<file path="src/rtl/cnm_pkg.sv">
// shared constants and types of the canopen node monitor and transmit pdo block
package cnm_pkg;
	// object dictionary indices
	localparam logic [15:0] IDX_GUARD = 16'h100c;
	localparam logic [15:0] IDX_LIFE = 16'h100d;
	localparam logic [15:0] IDX_CONS = 16'h1016;
	localparam logic [15:0] IDX_HBPROD = 16'h1017;
	localparam logic [15:0] IDX_TPDO1 = 16'h1800;
	// sub-indices
	localparam logic [7:0] SUB_ZERO = 8'h00;
	localparam logic [7:0] SUB_ONE = 8'h01;
	localparam logic [7:0] SUB_TWO = 8'h02;
	localparam logic [7:0] SUB_EVT = 8'h05;
	// read-only values
	localparam logic [7:0] CONS_COUNT = 8'h02;
	localparam logic [7:0] TPDO_TOPSUB = 8'h05;
	// values after reset
	localparam logic [15:0] GUARD_RST = 16'h0000;
	localparam logic [7:0] LIFE_RST = 8'h00;
	localparam logic [31:0] CONS_RST = 32'h0000_0000;
	localparam logic [15:0] HBPROD_RST = 16'h0000;
	localparam logic [7:0] TTYPE_RST = 8'h01;
	localparam logic [15:0] EVT_RST = 16'h0000;
	// frame identifiers
	localparam logic [10:0] HB_BASE = 11'h700;
	localparam logic [10:0] EMCY_BASE = 11'h080;
	localparam logic [10:0] SYNC_ID = 11'h080;
	localparam logic [28:0] TPDO1_BASE = 29'h180;
	// network states
	localparam logic [7:0] NS_BOOT = 8'h00;
	localparam logic [7:0] NS_STOPPED = 8'h04;
	localparam logic [7:0] NS_OPER = 8'h05;
	localparam logic [7:0] NS_PREOP = 8'h7f;
	// emergency payload
	localparam logic [15:0] EMCY_CODE = 16'h8130;
	localparam logic [7:0] EMCY_ERREG = 8'h11;
	// transmission types
	localparam logic [7:0] TT_ACYC = 8'h00;
	localparam logic [7:0] TT_CYC_MAX = 8'hf0;
	localparam logic [7:0] TT_RTR_SYNC = 8'hfc;
	localparam logic [7:0] TT_RTR_ASYNC = 8'hfd;
	localparam logic [7:0] TT_EVENT = 8'hff;
	// identifier word and consumer entry fields
	localparam int COB_VALID_BIT = 31;
	localparam int COB_RTR_BIT = 30;
	localparam int COB_EXT_BIT = 29;
	localparam int CONS_NODE_LSB = 16;
	localparam logic [7:0] NODE_MAX = 8'h7f;
	// frame lengths
	localparam logic [3:0] DLC_HB = 4'h1;
	localparam logic [3:0] DLC_FULL = 4'h8;
	// timing: 1 ms base at 200 MHz
	localparam int CLK_HZ = 200_000_000;
	localparam int TICK_MS = 1;
	localparam int TICK_CYCLES = CLK_HZ / 1000 * TICK_MS;
	// transmit queue
	localparam int FRAME_W = 98;
	localparam int FIFO_DEPTH = 32;
	// boot sequence
	typedef enum logic [2:0] {
		BST_WAIT = 3'b001,
		BST_SEND = 3'b010,
		BST_RUN = 3'b100
	} cnm_boot_t;
endpackage

</file>
<file path="src/rtl/cnm_ms_tick.sv">
// one-cycle enable pulse every millisecond
`timescale 1ns/100ps
module cnm_ms_tick #(
	parameter int CYCLES = cnm_pkg::TICK_CYCLES
) (
	input wire logic clk,
	input wire logic rstn,
	output logic tick
);
	logic [31:0] cnt_r;

	// free running divider
	always_ff @(posedge clk) begin
		if (!rstn) begin
			cnt_r <= 32'h0;
			tick <= 1'b0;
		end else if (cnt_r >= 32'(CYCLES - 1)) begin
			cnt_r <= 32'h0;
			tick <= 1'b1;
		end else begin
			cnt_r <= cnt_r + 32'h1;
			tick <= 1'b0;
		end
	end
endmodule

</file>
<file path="src/rtl/cnm_frame_fifo.sv">
// frame queue with valid and ready on both sides
`timescale 1ns/100ps
module cnm_frame_fifo #(
	parameter int W = cnm_pkg::FRAME_W,
	parameter int DEPTH = cnm_pkg::FIFO_DEPTH
) (
	input wire logic clk,
	input wire logic rstn,
	input wire logic inValid,
	output logic inReady,
	input wire logic [W-1:0] inData,
	output logic outValid,
	input wire logic outReady,
	output logic [W-1:0] outData
);
	localparam int AW = $clog2(DEPTH);
	logic [W-1:0] mem [DEPTH];
	logic [AW:0] wrPtr_r;
	logic [AW:0] rdPtr_r;
	logic full;
	logic empty;

	// full when pointers differ only in the wrap bit
	assign empty = (wrPtr_r == rdPtr_r);
	assign full = (wrPtr_r[AW] != rdPtr_r[AW]) && (wrPtr_r[AW-1:0] == rdPtr_r[AW-1:0]);
	assign inReady = !full;
	assign outValid = !empty;
	assign outData = mem[rdPtr_r[AW-1:0]];

	// storage write
	always_ff @(posedge clk) begin
		if (inValid && !full) begin
			mem[wrPtr_r[AW-1:0]] <= inData;
		end
	end

	// pointers
	always_ff @(posedge clk) begin
		if (!rstn) begin
			wrPtr_r <= '0;
			rdPtr_r <= '0;
		end else begin
			if (inValid && !full) begin
				wrPtr_r <= wrPtr_r + (AW + 1)'(1);
			end
			if (outReady && !empty) begin
				rdPtr_r <= rdPtr_r + (AW + 1)'(1);
			end
		end
	end
endmodule

</file>
<file path="src/rtl/cnm_node_monitor.sv">
// heartbeat, node guarding and transmit pdo 1 of a canopen counter node
// Function
// - heartbeat identifier is 700h plus node address, fixed
// - heartbeat carries one byte, the node state code
// - after reset and init, send one boot-up frame with state zero
// - heartbeat repeats every producer time in ms; zero disables it
// - two remote producers watched; a missed heartbeat sends emergency 8130h
// - consumer entry: zero byte, node address byte, 16-bit time
// - entry unused when time zero, node zero or node above 127
// - consumer time in ms; watching starts after first heartbeat
// - producer time reaches non-volatile storage only on store command
// - producer time object accepts sub-index zero only, else error
// - master polls at guard intervals; node answers with its state
// - lifetime is guard time times factor; unpolled lifetime raises event
// - life guarding error sends emergency 8130h
// - guard time is 16 bits in ms; zero disables guarding
// - life time factor is 8 bits, default zero; zero disables guarding
// - process data is sent only while operational
// - types FCh and FDh rejected; identifier bit 30 always reads one
// - identifier defaults to 180h plus node; bits 31,30,29,28-0 fields
// - bit 31 clear enables the pdo; enabled after reset
// - type 00h acyclic sync, 01h-F0h cyclic sync, FFh event timer
// - pdo parameter object accepts sub-indices 0 to 2 and 5 only
// - pdo carries 8 bytes: frequency of channel 1 then channel 2
// - frequencies are unsigned, 0.1 Hz per count
// - synchronous types send the pdo on sync reception
`timescale 1ns/100ps
module cnm_node_monitor #(
	parameter int TICK_CYCLES = cnm_pkg::TICK_CYCLES
) (
	input wire logic clk,
	input wire logic rstn,
	input wire logic [6:0] nodeAddr,
	input wire logic initDone,
	input wire logic [7:0] netState,
	input wire logic rxValid,
	input wire logic [10:0] rxId,
	input wire logic rxRtr,
	input wire logic [31:0] freqCh1,
	input wire logic [31:0] freqCh2,
	input wire logic odReq,
	input wire logic odWrite,
	input wire logic [15:0] odIndex,
	input wire logic [7:0] odSub,
	input wire logic [31:0] odWdata,
	output logic odAck,
	output logic odErr,
	output logic [31:0] odRdata,
	input wire logic storeCmd,
	output logic nvWrite,
	output logic [15:0] nvData,
	output logic txValid,
	input wire logic txReady,
	output logic [28:0] txId,
	output logic txExt,
	output logic [3:0] txDlc,
	output logic [63:0] txData,
	output logic lifeGuardEvent,
	output logic [1:0] consumerFail
);
	logic msTick;
	logic [15:0] guard_r;
	logic [7:0] life_r;
	logic [31:0] cons_r [2];
	logic [15:0] hbPeriod_r;
	logic cobValid_r;
	logic cobExt_r;
	logic cobUser_r;
	logic [28:0] cobId_r;
	logic [7:0] tType_r;
	logic [15:0] evtPeriod_r;
	cnm_pkg::cnm_boot_t bootSt_r;
	logic emcyPend_r, guardPend_r, hbPend_r, pdoPend_r;
	logic [15:0] hbCnt_r;
	logic [23:0] lifeCnt_r;
	logic polled_r;
	logic toggle_r;
	logic [1:0] consArmed_r;
	logic [15:0] consCnt_r [2];
	logic [1:0] consUsed, consRx, consFail;
	logic [7:0] syncCnt_r;
	logic [15:0] evtCnt_r;
	logic [63:0] lastSent_r;
	logic [28:0] effId;
	logic wrOk, pollRx, syncRx, lifeOn, lifeFail, hbFire, pdoFire, pdoEn;
	logic [23:0] lifeTime;
	logic selBoot, selEmcy, selGuard, selHb, selPdo, push, fifoInReady;
	localparam int FRAMEW = cnm_pkg::FRAME_W;
	logic [FRAMEW-1:0] pushFrame;

	// checks an object access; true when it must be answered without error
	function automatic logic odOk(input logic [15:0] idx, input logic [7:0] sub,
		input logic wr, input logic [31:0] wd);
		odOk = 1'b0;
		case (idx)
			cnm_pkg::IDX_GUARD, cnm_pkg::IDX_LIFE, cnm_pkg::IDX_HBPROD: begin
				odOk = (sub == cnm_pkg::SUB_ZERO);
			end
			cnm_pkg::IDX_CONS: begin
				odOk = (sub == cnm_pkg::SUB_ZERO && !wr) || sub == cnm_pkg::SUB_ONE ||
					sub == cnm_pkg::SUB_TWO;
			end
			cnm_pkg::IDX_TPDO1: begin
				odOk = (sub == cnm_pkg::SUB_ZERO && !wr) || sub == cnm_pkg::SUB_ONE ||
					sub == cnm_pkg::SUB_EVT || (sub == cnm_pkg::SUB_TWO && !(wr &&
					(wd[7:0] == cnm_pkg::TT_RTR_SYNC || wd[7:0] == cnm_pkg::TT_RTR_ASYNC)));
			end
			default: begin
				odOk = 1'b0;
			end
		endcase
	endfunction

	cnm_ms_tick #(.CYCLES(TICK_CYCLES)) i_cnm_ms_tick (
		.clk(clk),
		.rstn(rstn),
		.tick(msTick)
	);

	assign wrOk = odReq && odWrite && odOk(odIndex, odSub, odWrite, odWdata);
	assign effId = cobUser_r ? cobId_r : cnm_pkg::TPDO1_BASE + 29'(nodeAddr);

	// object writes
	always_ff @(posedge clk) begin
		if (!rstn) begin
			guard_r <= cnm_pkg::GUARD_RST;
			life_r <= cnm_pkg::LIFE_RST;
			cons_r[0] <= cnm_pkg::CONS_RST;
			cons_r[1] <= cnm_pkg::CONS_RST;
			hbPeriod_r <= cnm_pkg::HBPROD_RST;
			cobValid_r <= 1'b0;
			cobExt_r <= 1'b0;
			cobUser_r <= 1'b0;
			cobId_r <= 29'h0;
			tType_r <= cnm_pkg::TTYPE_RST;
			evtPeriod_r <= cnm_pkg::EVT_RST;
		end else if (wrOk) begin
			case (odIndex)
				cnm_pkg::IDX_GUARD: guard_r <= odWdata[15:0];
				cnm_pkg::IDX_LIFE: life_r <= odWdata[7:0];
				cnm_pkg::IDX_HBPROD: hbPeriod_r <= odWdata[15:0];
				cnm_pkg::IDX_CONS: begin
					cons_r[odSub[1]] <= {8'h00, odWdata[23:0]};
				end
				cnm_pkg::IDX_TPDO1: begin
					if (odSub == cnm_pkg::SUB_ONE) begin
						cobValid_r <= odWdata[cnm_pkg::COB_VALID_BIT];
						cobExt_r <= odWdata[cnm_pkg::COB_EXT_BIT];
						cobId_r <= odWdata[28:0];
						cobUser_r <= 1'b1;
					end else if (odSub == cnm_pkg::SUB_TWO) begin
						tType_r <= odWdata[7:0];
					end else begin
						evtPeriod_r <= odWdata[15:0];
					end
				end
				default: begin
				end
			endcase
		end
	end

	// object read answer, one cycle after the request
	always_ff @(posedge clk) begin
		if (!rstn) begin
			odAck <= 1'b0;
			odErr <= 1'b0;
			odRdata <= 32'h0;
		end else begin
			odAck <= odReq;
			odErr <= odReq && !odOk(odIndex, odSub, odWrite, odWdata);
			odRdata <= 32'h0;
			if (odReq && !odWrite) begin
				case (odIndex)
					cnm_pkg::IDX_GUARD: odRdata <= {16'h0, guard_r};
					cnm_pkg::IDX_LIFE: odRdata <= {24'h0, life_r};
					cnm_pkg::IDX_HBPROD: odRdata <= {16'h0, hbPeriod_r};
					cnm_pkg::IDX_CONS: begin
						odRdata <= (odSub == cnm_pkg::SUB_ZERO) ?
							{24'h0, cnm_pkg::CONS_COUNT} : cons_r[odSub[1]];
					end
					cnm_pkg::IDX_TPDO1: begin
						case (odSub)
							cnm_pkg::SUB_ZERO: odRdata <= {24'h0, cnm_pkg::TPDO_TOPSUB};
							cnm_pkg::SUB_ONE: odRdata <= {cobValid_r, 1'b1, cobExt_r, effId};
							cnm_pkg::SUB_TWO: odRdata <= {24'h0, tType_r};
							default: odRdata <= {16'h0, evtPeriod_r};
						endcase
					end
					default: odRdata <= 32'h0;
				endcase
			end
		end
	end

	// producer time goes to non-volatile storage only on the store command
	always_ff @(posedge clk) begin
		if (!rstn) begin
			nvWrite <= 1'b0;
			nvData <= cnm_pkg::HBPROD_RST;
		end else begin
			nvWrite <= storeCmd;
			if (storeCmd) begin
				nvData <= hbPeriod_r;
			end
		end
	end

	// boot sequence: wait for init, send boot-up once, then run
	always_ff @(posedge clk) begin
		if (!rstn) begin
			bootSt_r <= cnm_pkg::BST_WAIT;
		end else begin
			case (bootSt_r)
				cnm_pkg::BST_WAIT: if (initDone) bootSt_r <= cnm_pkg::BST_SEND;
				cnm_pkg::BST_SEND: if (push) bootSt_r <= cnm_pkg::BST_RUN;
				cnm_pkg::BST_RUN: bootSt_r <= cnm_pkg::BST_RUN;
				default: bootSt_r <= cnm_pkg::BST_WAIT;
			endcase
		end
	end

	// heartbeat period counter
	assign hbFire = msTick && hbPeriod_r != 16'h0 && (17'(hbCnt_r) + 17'h1 >= 17'(hbPeriod_r));
	always_ff @(posedge clk) begin
		if (!rstn || hbPeriod_r == 16'h0) begin
			hbCnt_r <= 16'h0;
		end else if (msTick) begin
			hbCnt_r <= hbFire ? 16'h0 : hbCnt_r + 16'h1;
		end
	end

	// heartbeat consumers
	generate
		for (genvar gi = 0; gi < 2; gi++) begin : g_cons
			logic [7:0] cNode;
			logic [15:0] cTime;
			assign cNode = cons_r[gi][23:16];
			assign cTime = cons_r[gi][15:0];
			assign consUsed[gi] = cTime != 16'h0 && cNode != 8'h0 && cNode <= cnm_pkg::NODE_MAX;
			assign consRx[gi] = rxValid && !rxRtr && rxId == cnm_pkg::HB_BASE + 11'(cNode);
			assign consFail[gi] = consUsed[gi] && consArmed_r[gi] && !consRx[gi] && msTick &&
				(17'(consCnt_r[gi]) + 17'h1 >= 17'(cTime));
			always_ff @(posedge clk) begin
				if (!rstn || !consUsed[gi]) begin
					consArmed_r[gi] <= 1'b0;
					consCnt_r[gi] <= 16'h0;
				end else if (consRx[gi]) begin
					consArmed_r[gi] <= 1'b1;
					consCnt_r[gi] <= 16'h0;
				end else if (consFail[gi]) begin
					consArmed_r[gi] <= 1'b0;
					consCnt_r[gi] <= 16'h0;
				end else if (consArmed_r[gi] && msTick) begin
					consCnt_r[gi] <= consCnt_r[gi] + 16'h1;
				end
			end
		end
	endgenerate

	// life guarding supervision
	assign lifeTime = 24'(guard_r) * 24'(life_r);
	assign lifeOn = guard_r != 16'h0 && life_r != 8'h0;
	assign pollRx = rxValid && rxRtr && rxId == cnm_pkg::HB_BASE + 11'(nodeAddr);
	assign lifeFail = lifeOn && polled_r && !pollRx && msTick &&
		(25'(lifeCnt_r) + 25'h1 >= 25'(lifeTime));
	always_ff @(posedge clk) begin
		if (!rstn || !lifeOn) begin
			polled_r <= 1'b0;
			lifeCnt_r <= 24'h0;
		end else if (pollRx) begin
			polled_r <= 1'b1;
			lifeCnt_r <= 24'h0;
		end else if (lifeFail) begin
			polled_r <= 1'b0;
			lifeCnt_r <= 24'h0;
		end else if (polled_r && msTick) begin
			lifeCnt_r <= lifeCnt_r + 24'h1;
		end
	end

	// guard answer toggle flips with each answer sent
	always_ff @(posedge clk) begin
		if (!rstn) begin
			toggle_r <= 1'b0;
		end else if (push && selGuard) begin
			toggle_r <= !toggle_r;
		end
	end

	// pdo triggers
	assign pdoEn = !cobValid_r && netState == cnm_pkg::NS_OPER;
	assign syncRx = rxValid && !rxRtr && rxId == cnm_pkg::SYNC_ID;
	always_comb begin
		pdoFire = 1'b0;
		if (tType_r == cnm_pkg::TT_ACYC) begin
			pdoFire = syncRx && {freqCh2, freqCh1} != lastSent_r;
		end else if (tType_r <= cnm_pkg::TT_CYC_MAX) begin
			pdoFire = syncRx && (syncCnt_r + 8'h1 >= tType_r);
		end else if (tType_r == cnm_pkg::TT_EVENT) begin
			pdoFire = msTick && evtPeriod_r != 16'h0 && (evtCnt_r + 16'h1 >= evtPeriod_r);
		end
	end

	// sync and event timer counters
	always_ff @(posedge clk) begin
		if (!rstn) begin
			syncCnt_r <= 8'h0;
			evtCnt_r <= 16'h0;
		end else begin
			if (syncRx) begin
				syncCnt_r <= pdoFire ? 8'h0 : syncCnt_r + 8'h1;
			end
			if (tType_r != cnm_pkg::TT_EVENT || evtPeriod_r == 16'h0) begin
				evtCnt_r <= 16'h0;
			end else if (msTick) begin
				evtCnt_r <= pdoFire ? 16'h0 : evtCnt_r + 16'h1;
			end
		end
	end

	// pending frames: a new event wins over the clear by sending
	always_ff @(posedge clk) begin
		if (!rstn) begin
			emcyPend_r <= 1'b0;
			guardPend_r <= 1'b0;
			hbPend_r <= 1'b0;
			pdoPend_r <= 1'b0;
			lastSent_r <= 64'h0;
		end else begin
			emcyPend_r <= (emcyPend_r && !(push && selEmcy)) || (|consFail) || lifeFail;
			guardPend_r <= (guardPend_r && !(push && selGuard)) || pollRx;
			hbPend_r <= (hbPend_r && !(push && selHb)) || hbFire;
			pdoPend_r <= pdoEn && ((pdoPend_r && !(push && selPdo)) || pdoFire);
			if (push && selPdo) begin
				lastSent_r <= {freqCh2, freqCh1};
			end
		end
	end

	// event outputs
	always_ff @(posedge clk) begin
		if (!rstn) begin
			lifeGuardEvent <= 1'b0;
			consumerFail <= 2'b00;
		end else begin
			lifeGuardEvent <= lifeFail;
			consumerFail <= consFail;
		end
	end

	// frame selection: boot-up first, then emergency, guard, heartbeat, pdo
	assign selBoot = bootSt_r == cnm_pkg::BST_SEND;
	assign selEmcy = bootSt_r == cnm_pkg::BST_RUN && emcyPend_r;
	assign selGuard = bootSt_r == cnm_pkg::BST_RUN && !emcyPend_r && guardPend_r;
	assign selHb = bootSt_r == cnm_pkg::BST_RUN && !emcyPend_r && !guardPend_r && hbPend_r;
	assign selPdo = bootSt_r == cnm_pkg::BST_RUN && !emcyPend_r && !guardPend_r &&
		!hbPend_r && pdoPend_r && pdoEn;
	assign push = (selBoot || selEmcy || selGuard || selHb || selPdo) && fifoInReady;

	// frame image: identifier, extended flag, length, payload byte 0 lowest
	always_comb begin
		pushFrame = '0;
		if (selBoot) begin
			pushFrame = {29'(cnm_pkg::HB_BASE + 11'(nodeAddr)), 1'b0, cnm_pkg::DLC_HB,
				56'h0, cnm_pkg::NS_BOOT};
		end else if (selEmcy) begin
			pushFrame = {29'(cnm_pkg::EMCY_BASE + 11'(nodeAddr)), 1'b0, cnm_pkg::DLC_FULL,
				40'h0, cnm_pkg::EMCY_ERREG, cnm_pkg::EMCY_CODE};
		end else if (selGuard) begin
			pushFrame = {29'(cnm_pkg::HB_BASE + 11'(nodeAddr)), 1'b0, cnm_pkg::DLC_HB,
				56'h0, toggle_r, netState[6:0]};
		end else if (selHb) begin
			pushFrame = {29'(cnm_pkg::HB_BASE + 11'(nodeAddr)), 1'b0, cnm_pkg::DLC_HB,
				56'h0, netState};
		end else if (selPdo) begin
			pushFrame = {effId, cobExt_r, cnm_pkg::DLC_FULL, freqCh2, freqCh1};
		end
	end

	cnm_frame_fifo #(.W(FRAMEW), .DEPTH(cnm_pkg::FIFO_DEPTH)) i_cnm_frame_fifo (
		.clk(clk),
		.rstn(rstn),
		.inValid(selBoot || selEmcy || selGuard || selHb || selPdo),
		.inReady(fifoInReady),
		.inData(pushFrame),
		.outValid(txValid),
		.outReady(txReady),
		.outData({txId, txExt, txDlc, txData})
	);
endmodule

</file>
<file path="config.mk">
export PLATFORM = sky130hd
export DESIGN_NAME = cnm_node_monitor
export DESIGN_NICKNAME = d
export VERILOG_FILES = /design/src/rtl/cnm_pkg.sv /design/src/rtl/cnm_ms_tick.sv /design/src/rtl/cnm_frame_fifo.sv /design/src/rtl/cnm_node_monitor.sv
export SDC_FILE = /design/constraint.sdc
export NUM_CORES = 2
export LEC_CHECK = 0
export ABC_AREA = 1
export BUFFER_PORTS_ARGS = -buffer_cell sky130_fd_sc_hd__clkbuf_2
export CAP_MARGIN = 20
export CORE_MARGIN = 5
export CORE_UTILIZATION = 30
export CTS_CLUSTER_SIZE = 24
export DETAILED_ROUTE_END_ITERATION = 6
export GPL_TIMING_DRIVEN = 0
export PLACE_DENSITY = 0.5
export SLEW_MARGIN = 25
export SYNTH_ARGS = -nofsm -noshare
export SYNTH_HDL_FRONTEND = slang
export SYNTH_SLANG_ARGS = --single-unit
</file>
<file path="constraint.sdc">
create_clock -name clk -period 30.9 [get_ports clk]
set_input_delay 6.18 -clock clk [delete_from_list [all_inputs] [get_ports clk]]
set_output_delay 6.18 -clock clk [all_outputs]
set_load 0.02 [all_outputs]
</file>
Word level (Yosys, flattened, before mapping)

Memory sizes are Yosys's and may differ from the RTL's. A register that Yosys moved wholly into a read port is not among the register bits.
Index checks and enable logic that the tools add are counted.

Bits in registers: 334
Memory bits (writable): 3,216
Bits of input ports: 155
Memories: 3

$add $sub $neg: 19
Multipliers: 1
Order comparisons: 10
Eq/ne operators: 26
Muxes and demuxes: 73
Bitwise operators: 9
Reductions and logical operators: 130

Memory list:

| name                 | depth | width | rd ports | clocked after Yosys merged registers in | wr ports | line                   | text |
|---|---|---|---|---|---|---|---|
| i_cnm_frame_fifo.mem | 32    | 98    | 1        | 1                                       | 1        | cnm_frame_fifo.sv:17   | `logic [W-1:0] mem [DEPTH];` |
| cons_r               | 2     | 24    | 3        | 0                                       | 2        | cnm_node_monitor.sv:64 | `logic [31:0] cons_r [2];` |
| consCnt_r            | 2     | 16    | 2        | 0                                       | 2        | cnm_node_monitor.sv:79 | `logic [15:0] consCnt_r [2];` |

Operators with widths:

| operator              | count |
|---|---|
| $mux 98               | 5 |
| $pmux 32 s5           | 1 |
| $mux 16               | 8 |
| $pmux 32 s3           | 1 |
| $eq 16x13->1 const B  | 5 |
| $reduce_bool 16->1    | 5 |
| $add 16x1->16 const B | 4 |
| $ne 64x64->1          | 1 |
| $logic_and 1x1->1     | 60 |
| $add 16x1->17 const B | 3 |
| $ge 17x16->1          | 3 |
| $mux 1                | 48 |
| $eq 11x11->1          | 3 |
| $add 32x1->32 const B | 1 |
| $ge 32x18->1 const B  | 1 |
| $logic_not 16->1      | 2 |
| $mux 32               | 1 |
| $mux 29               | 1 |
| $add 24x1->25 const B | 1 |
| $ge 25x24->1          | 1 |
| $add 24x1->24 const B | 1 |
| $eq 8x8->1 const B    | 3 |
| $mul 16x8->24         | 1 |
| $mux 24               | 1 |
| 42 further kinds      | 107 |

Logic depth before layout (Yosys ltp)

An unclocked memory read counts as a cell.

Depth after elaboration: 14
Gate-level depth with buffers: 35

Modules after synthesis

From an unflattened synthesis, not the netlist that was laid out.

Cells, all modules: 14,291
Area total of the unflattened synthesis: 153,228.2 um^2

By module, submodules not included:

| module           | times used | cells an instance | area each (um^2) | seq. area each (um^2) |
|---|---|---|---|---|
| cnm_frame_fifo   | 1          | 10,312            | 125,958.3        | 94,510.6 |
| cnm_node_monitor | 1          | 3,823             | 25,967.4         | 8,187.9 |
| cnm_ms_tick      | 1          | 156               | 1,302.5          | 660.6 |

Worst setup path before layout

No wires, ideal clock.

Path kind: in2reg
From: input netState[2]
To: memory i_cnm_frame_fifo.mem[31][0] (netlist name) (enable)
Arrival time: 13.569 ns
Required time: 30.230 ns
Slack: 16.660 ns
Stages on the path: 9
Path buffers: 1
Cell sequence: inv_1 -> nor2_1 -> nand4_1 -> nor2_1 -> nand3_2 -> nand2_1 -> nand2_1 -> clkbuf_1 -> nor3_1

Cells in the longest elaborated chain, start to end: 7

Ends and longest elaborated chain:

| item                         | line                    | text |
|---|---|---|
| from (decl)                  | cnm_node_monitor.sv:35  | `input wire logic [7:0] netState,` |
| $eq 8x3->1                   | cnm_node_monitor.sv:292 | `assign pdoEn = !cobValid_r && netState == cnm_pkg::NS_OPER;` |
| $logic_and 1x1->1            | cnm_node_monitor.sv:292 |  |
| $logic_and 1x1->1            | cnm_node_monitor.sv:358 | `!hbPend_r && pdoPend_r && pdoEn;` |
| $logic_or 1x1->1             | cnm_node_monitor.sv:384 | `.inValid(selBoot \|\| selEmcy \|\| selGuard \|\| selHb \|\| selPdo),` |
| $logic_and 1x1->1            | cnm_frame_fifo.sv:32    | `if (inValid && !full) begin` |
| $mux 1                       | cnm_frame_fifo.sv:32    |  |
| $mux 1 (not written as such) | cnm_frame_fifo.sv:33    | `mem[wrPtr_r[AW-1:0]] <= inData;` |
| to (decl)                    | cnm_frame_fifo.sv:17    |  |

No other way between the ends.

==> impl_metrics.py <==
metrics = {
    "run_status": {
        "outcome": "completed",
    },
    "worst_setup_path": {
        "worst-path-buf-inv": 5,
        "slowest_stage": "clkinv_1",
        "r2r-start": "life_r[2]",
        "cp_common_cell": "buf_2",
        "crit_fanout": 10,
        "crit_path_start_kind": "flip-flop",
        "crit_chain": "clkinv_1 > buf_2 > buf_2 > buf_2 > o221ai_1 > nand3_1 > o21ai_1 > nand2_1 > nand2_1 > clkbuf_2",
        "cp.depth": 10,
        "rr_endpoint": "lifeCnt_r[19]",
        "r2r_cells": 32,
        "worst-setup-path-type": "flip-flop to output port",
        "crit_arrival_ns": 6.24,
        "slowest_delay_ns": 0.96,
        "worst-r2r-setup-slack_ns": 23.70,
        "end_kind": "output port",
        "required_ns": 24.72,
        "crit_family": "buffers and inverters",
        "crit_end": "txData[25]",
    },
    "power": {
        "pwr-share-comb_pct": 23.6,
        "ir_worst_vdd_mv": 0.05546,
        "p_leak_nw": 63.87,
        "p_int_w": 0.008360,
        "p_sw_w": 0.004284,
        "clkPwrFrac_pct": 35.9,
        "powerDensity_mw_per_mm2": 70.63,
        "pwr-share-seq_pct": 40.5,
        "p_sw_share_pct": 33.88,
    },
    "global_route": {
        "grt_overflow_total": 0,
        "antenna_found_initial": 80,
        "gr-usage-all-layers_pct": 23.65,
        "grt_pass1_vias": 105000,
        "grt_pass1_wl_um": 840400,
        "grt_max_degree": 33,
    },
    "logic_synthesis": {
        "synth_area_leader_cell": "edfxtp_1",
        "netlist_area_mm2": 0.1471,
        "synth-edff-count": 3152,
        "async_flop_share_pct": 0,
        "synth_common_cells": "3152 x edfxtp_1, 2458 x nor2_1, 2026 x o21ai_0, 1359 x nand2_1, 859 x o22ai_1",
        "synth_cells": 13010,
        "ys_ff_latch": 3491,
        "synth_top_area_share_pct": 64.34,
        "synthMostInstantiatedCell": "edfxtp_1",
        "ys_warn_count": 0,
        "synth_cell_type_count": 49,
        "synth-seq-area-share_pct": 68.95,
        "synthFlopType": "edfxtp_1",
        "synthTopCellsByArea": "edfxtp_1 64%, o21ai_0 6.9%, nor2_1 6.3%",
        "syn_avg_cell_area_um2": 11.31,
    },
    "min_path": {
        "hold_path_class": "flip-flop to flip-flop",
        "worstHoldPathCells": 1,
    },
    "sta": {
        "max_freq_mhz": 80.52,
        "setup_viol_count_final": 0,
        "grt_setup_unrepaired": "false",
        "slew_violations": 0,
        "final-hold-violation-count": 0,
        "fin_crit_sh_pct": 40.19,
        "fin_tns_setup_ns": 0,
        "tightest_slew_ns": 1.214,
        "hold-worst-slack_ns": 0.4461,
        "fin_crit_ns": 12.42,
        "setup_slack_ns": 18.48,
        "maxSlewHeadroom_pct": 19.10,
        "clock-skew-final_ns": 0.09244,
    },
    "floorplanning": {
        "chipWidth_um": 710.3,
        "start_util_pct": 30.06,
        "core_mm2": 0.4894,
        "io_pins": 308,
        "die_h_um": 710.3,
        "std_cell_rows": 257,
        "dieArea_mm2": 0.5045,
    },
    "flow_run": {
        "drv_cap": 0,
    },
    "drt": {
        "vias": 112000,
        "wirelength_um": 617200,
        "wl_met2_um": 277000,
        "routed-wl-met3_um": 63550,
        "first_pass_iters": 7,
        "via_per_inst": 5.330,
        "top_layer_used": "met5",
        "wl_per_cell_um": 29.37,
        "ant_nets": 0,
        "drc_errors": 0,
        "drt-met1-wl_um": 243000,
        "drt_first_iter_violations": 15200,
    },
    "cells_and_area": {
        "syn_to_final_growth_pct": 21.68,
        "n_fill_cell": 48180,
        "layout.nets": 14560,
        "drive_above_1_share_pct": 11.72,
    },
    "placed_design": {
        "gp_congestion": 0.8967,
        "dp_slack_ns": 19.63,
        "port-buffer-count": 302,
        "post-dp-hpwl_um": 456600,
    },
    "cts": {
        "htreeDepth": 5,
        "numClockSinks": 3491,
        "tritoncts": "yes",
        "clock_latency_ns": 1.04,
        "holdBufCountCts": 0,
        "clk_pin_slew_ns": 0.06,
        "cts_buffers": 377,
        "cts_buffer_depth": 4,
        "cts-resized-gates": 0,
        "root_buffer": "clkbuf_16",
        "cts_setup_buffers": 0,
    },
}
[layer usage]
metal,global-route usage (%),up-vias
li1,-,48680
met3,5.148,1070
met1,31.24,56090
met2,36.75,6113
met4,11.71,50
met5,0,-
[power by group through the flow]
stage / registers (W) / logic [W] / clock network, W
after floorplan: 0.00522 / 0.00145 / 0
after global placement: 0.00523 / 0.00288 / 0
after detailed placement: 0.00522 / 0.00293 / 0
after CTS: 0.00512 / 0.00294 / 0.00457
after global routing: 0.00512 / 0.00315 / 0.00476
final: 0.00512 / 0.00299 / 0.00453
[area by class of cell]
class | instances | area [um^2] | share of cell area (%)
Timing Repair Buffer | 763 | 10330 | 5.772
Tap cell | 6475 | 8102 | 4.526
Clock buffer | 460 | 9973 | 5.571
Antenna cell | 54 | 135.1 | 0.07549
Multi-Input combinational cell | 7931 | 40570 | 22.66
Inverter | 795 | 2984 | 1.667
Clock inverter | 238 | 2177 | 1.216
Sequential cell | 3491 | 101400 | 56.66
Buffer | 806 | 3303 | 1.845
[worst min-delay path by stage]
stage | start | end | slack (ns)
after floorplan | i_cnm_ms_tick.cnt_r[0] | i_cnm_ms_tick.cnt_r[0] | 0.42
after global placement | i_cnm_ms_tick.cnt_r[0] | i_cnm_ms_tick.cnt_r[0] | 0.43
after detailed placement | i_cnm_ms_tick.cnt_r[0] | i_cnm_ms_tick.cnt_r[0] | 0.44
after CTS | consArmed_r[1] | consArmed_r[1] | 0.45
after global routing | consArmed_r[1] | consArmed_r[1] | 0.48
final | i_cnm_ms_tick.cnt_r[0] | i_cnm_ms_tick.cnt_r[0] | 0.45
[cell families after synthesis]
logic type	after synthesis	synth area share [%]
compound gates	3311	12.34
xor+xnor	111	0.6608
fa+ha+maj	236	2.436
buf+inv	1601	4.178
flops	3491	68.95
other cells	1	0.002549
simple gates	4257	11.43
[per-stage QoR]
| step | utilization, % | total power [W] | instance area (um^2) | cells |
|---|---|---|---|---|
| floorplan | - | 0.006673 | 147200 | 13020 |
| global placement | 32.04 | 0.008109 | 156800 | 19800 |
| detailed placement | 34.05 | 0.008152 | 166600 | 20260 |
| CTS | 36.53 | 0.01263 | 178800 | 20960 |
| global route | 36.55 | 0.01303 | 178900 | 20970 |
| finish | 36.58 | 0.01264 | 179000 | 21010 |
[cell usage in the layout, fill, tap and decap left out, types with 116 or more instances in the layout]
cell type / n
clkbuf_2: 363
buf_16: 172
clkbuf_1: 648
nor2_1: 2375
edfxtp_1: 3152
inv_1: 762
buf_4: 116
clkbuf_16: 380
nand3_1: 201
o21ai_0: 2012
ha_1: 152
a21oi_1: 237
o22ai_1: 852
dfxtp_1: 339
buf_12: 140
nand2_1: 1356
[registers in the layout (all words and copies together) (netlist names), 8 cells and up, named ones only]
name                  cells
i_cnm_frame_fifo.mem   3072
lastSent_r               64
cons_r                   48
consCnt_r                32
i_cnm_ms_tick.cnt_r      32
odRdata                  32
cobId_r                  29
lifeCnt_r                24
evtCnt_r                 16
evtPeriod_r              16
guard_r                  16
hbCnt_r                  16
hbPeriod_r               16
nvData                   16
life_r                    8
syncCnt_r                 8
tType_r                   8
[worst register-to-register path, delay by kind of cell, from the launching register on]
kind,cells,cell delay (ns)
AOI/OAI and AO/OA,5,0.85
xor gates and xnor gates,1,0.19
adders and majority gates,6,2.64
buffers and inverters,8,1.56
DFF,1,0.30
and+or+nand+nor,12,1.58
Note: power is estimated with default switching activity, not from simulation.
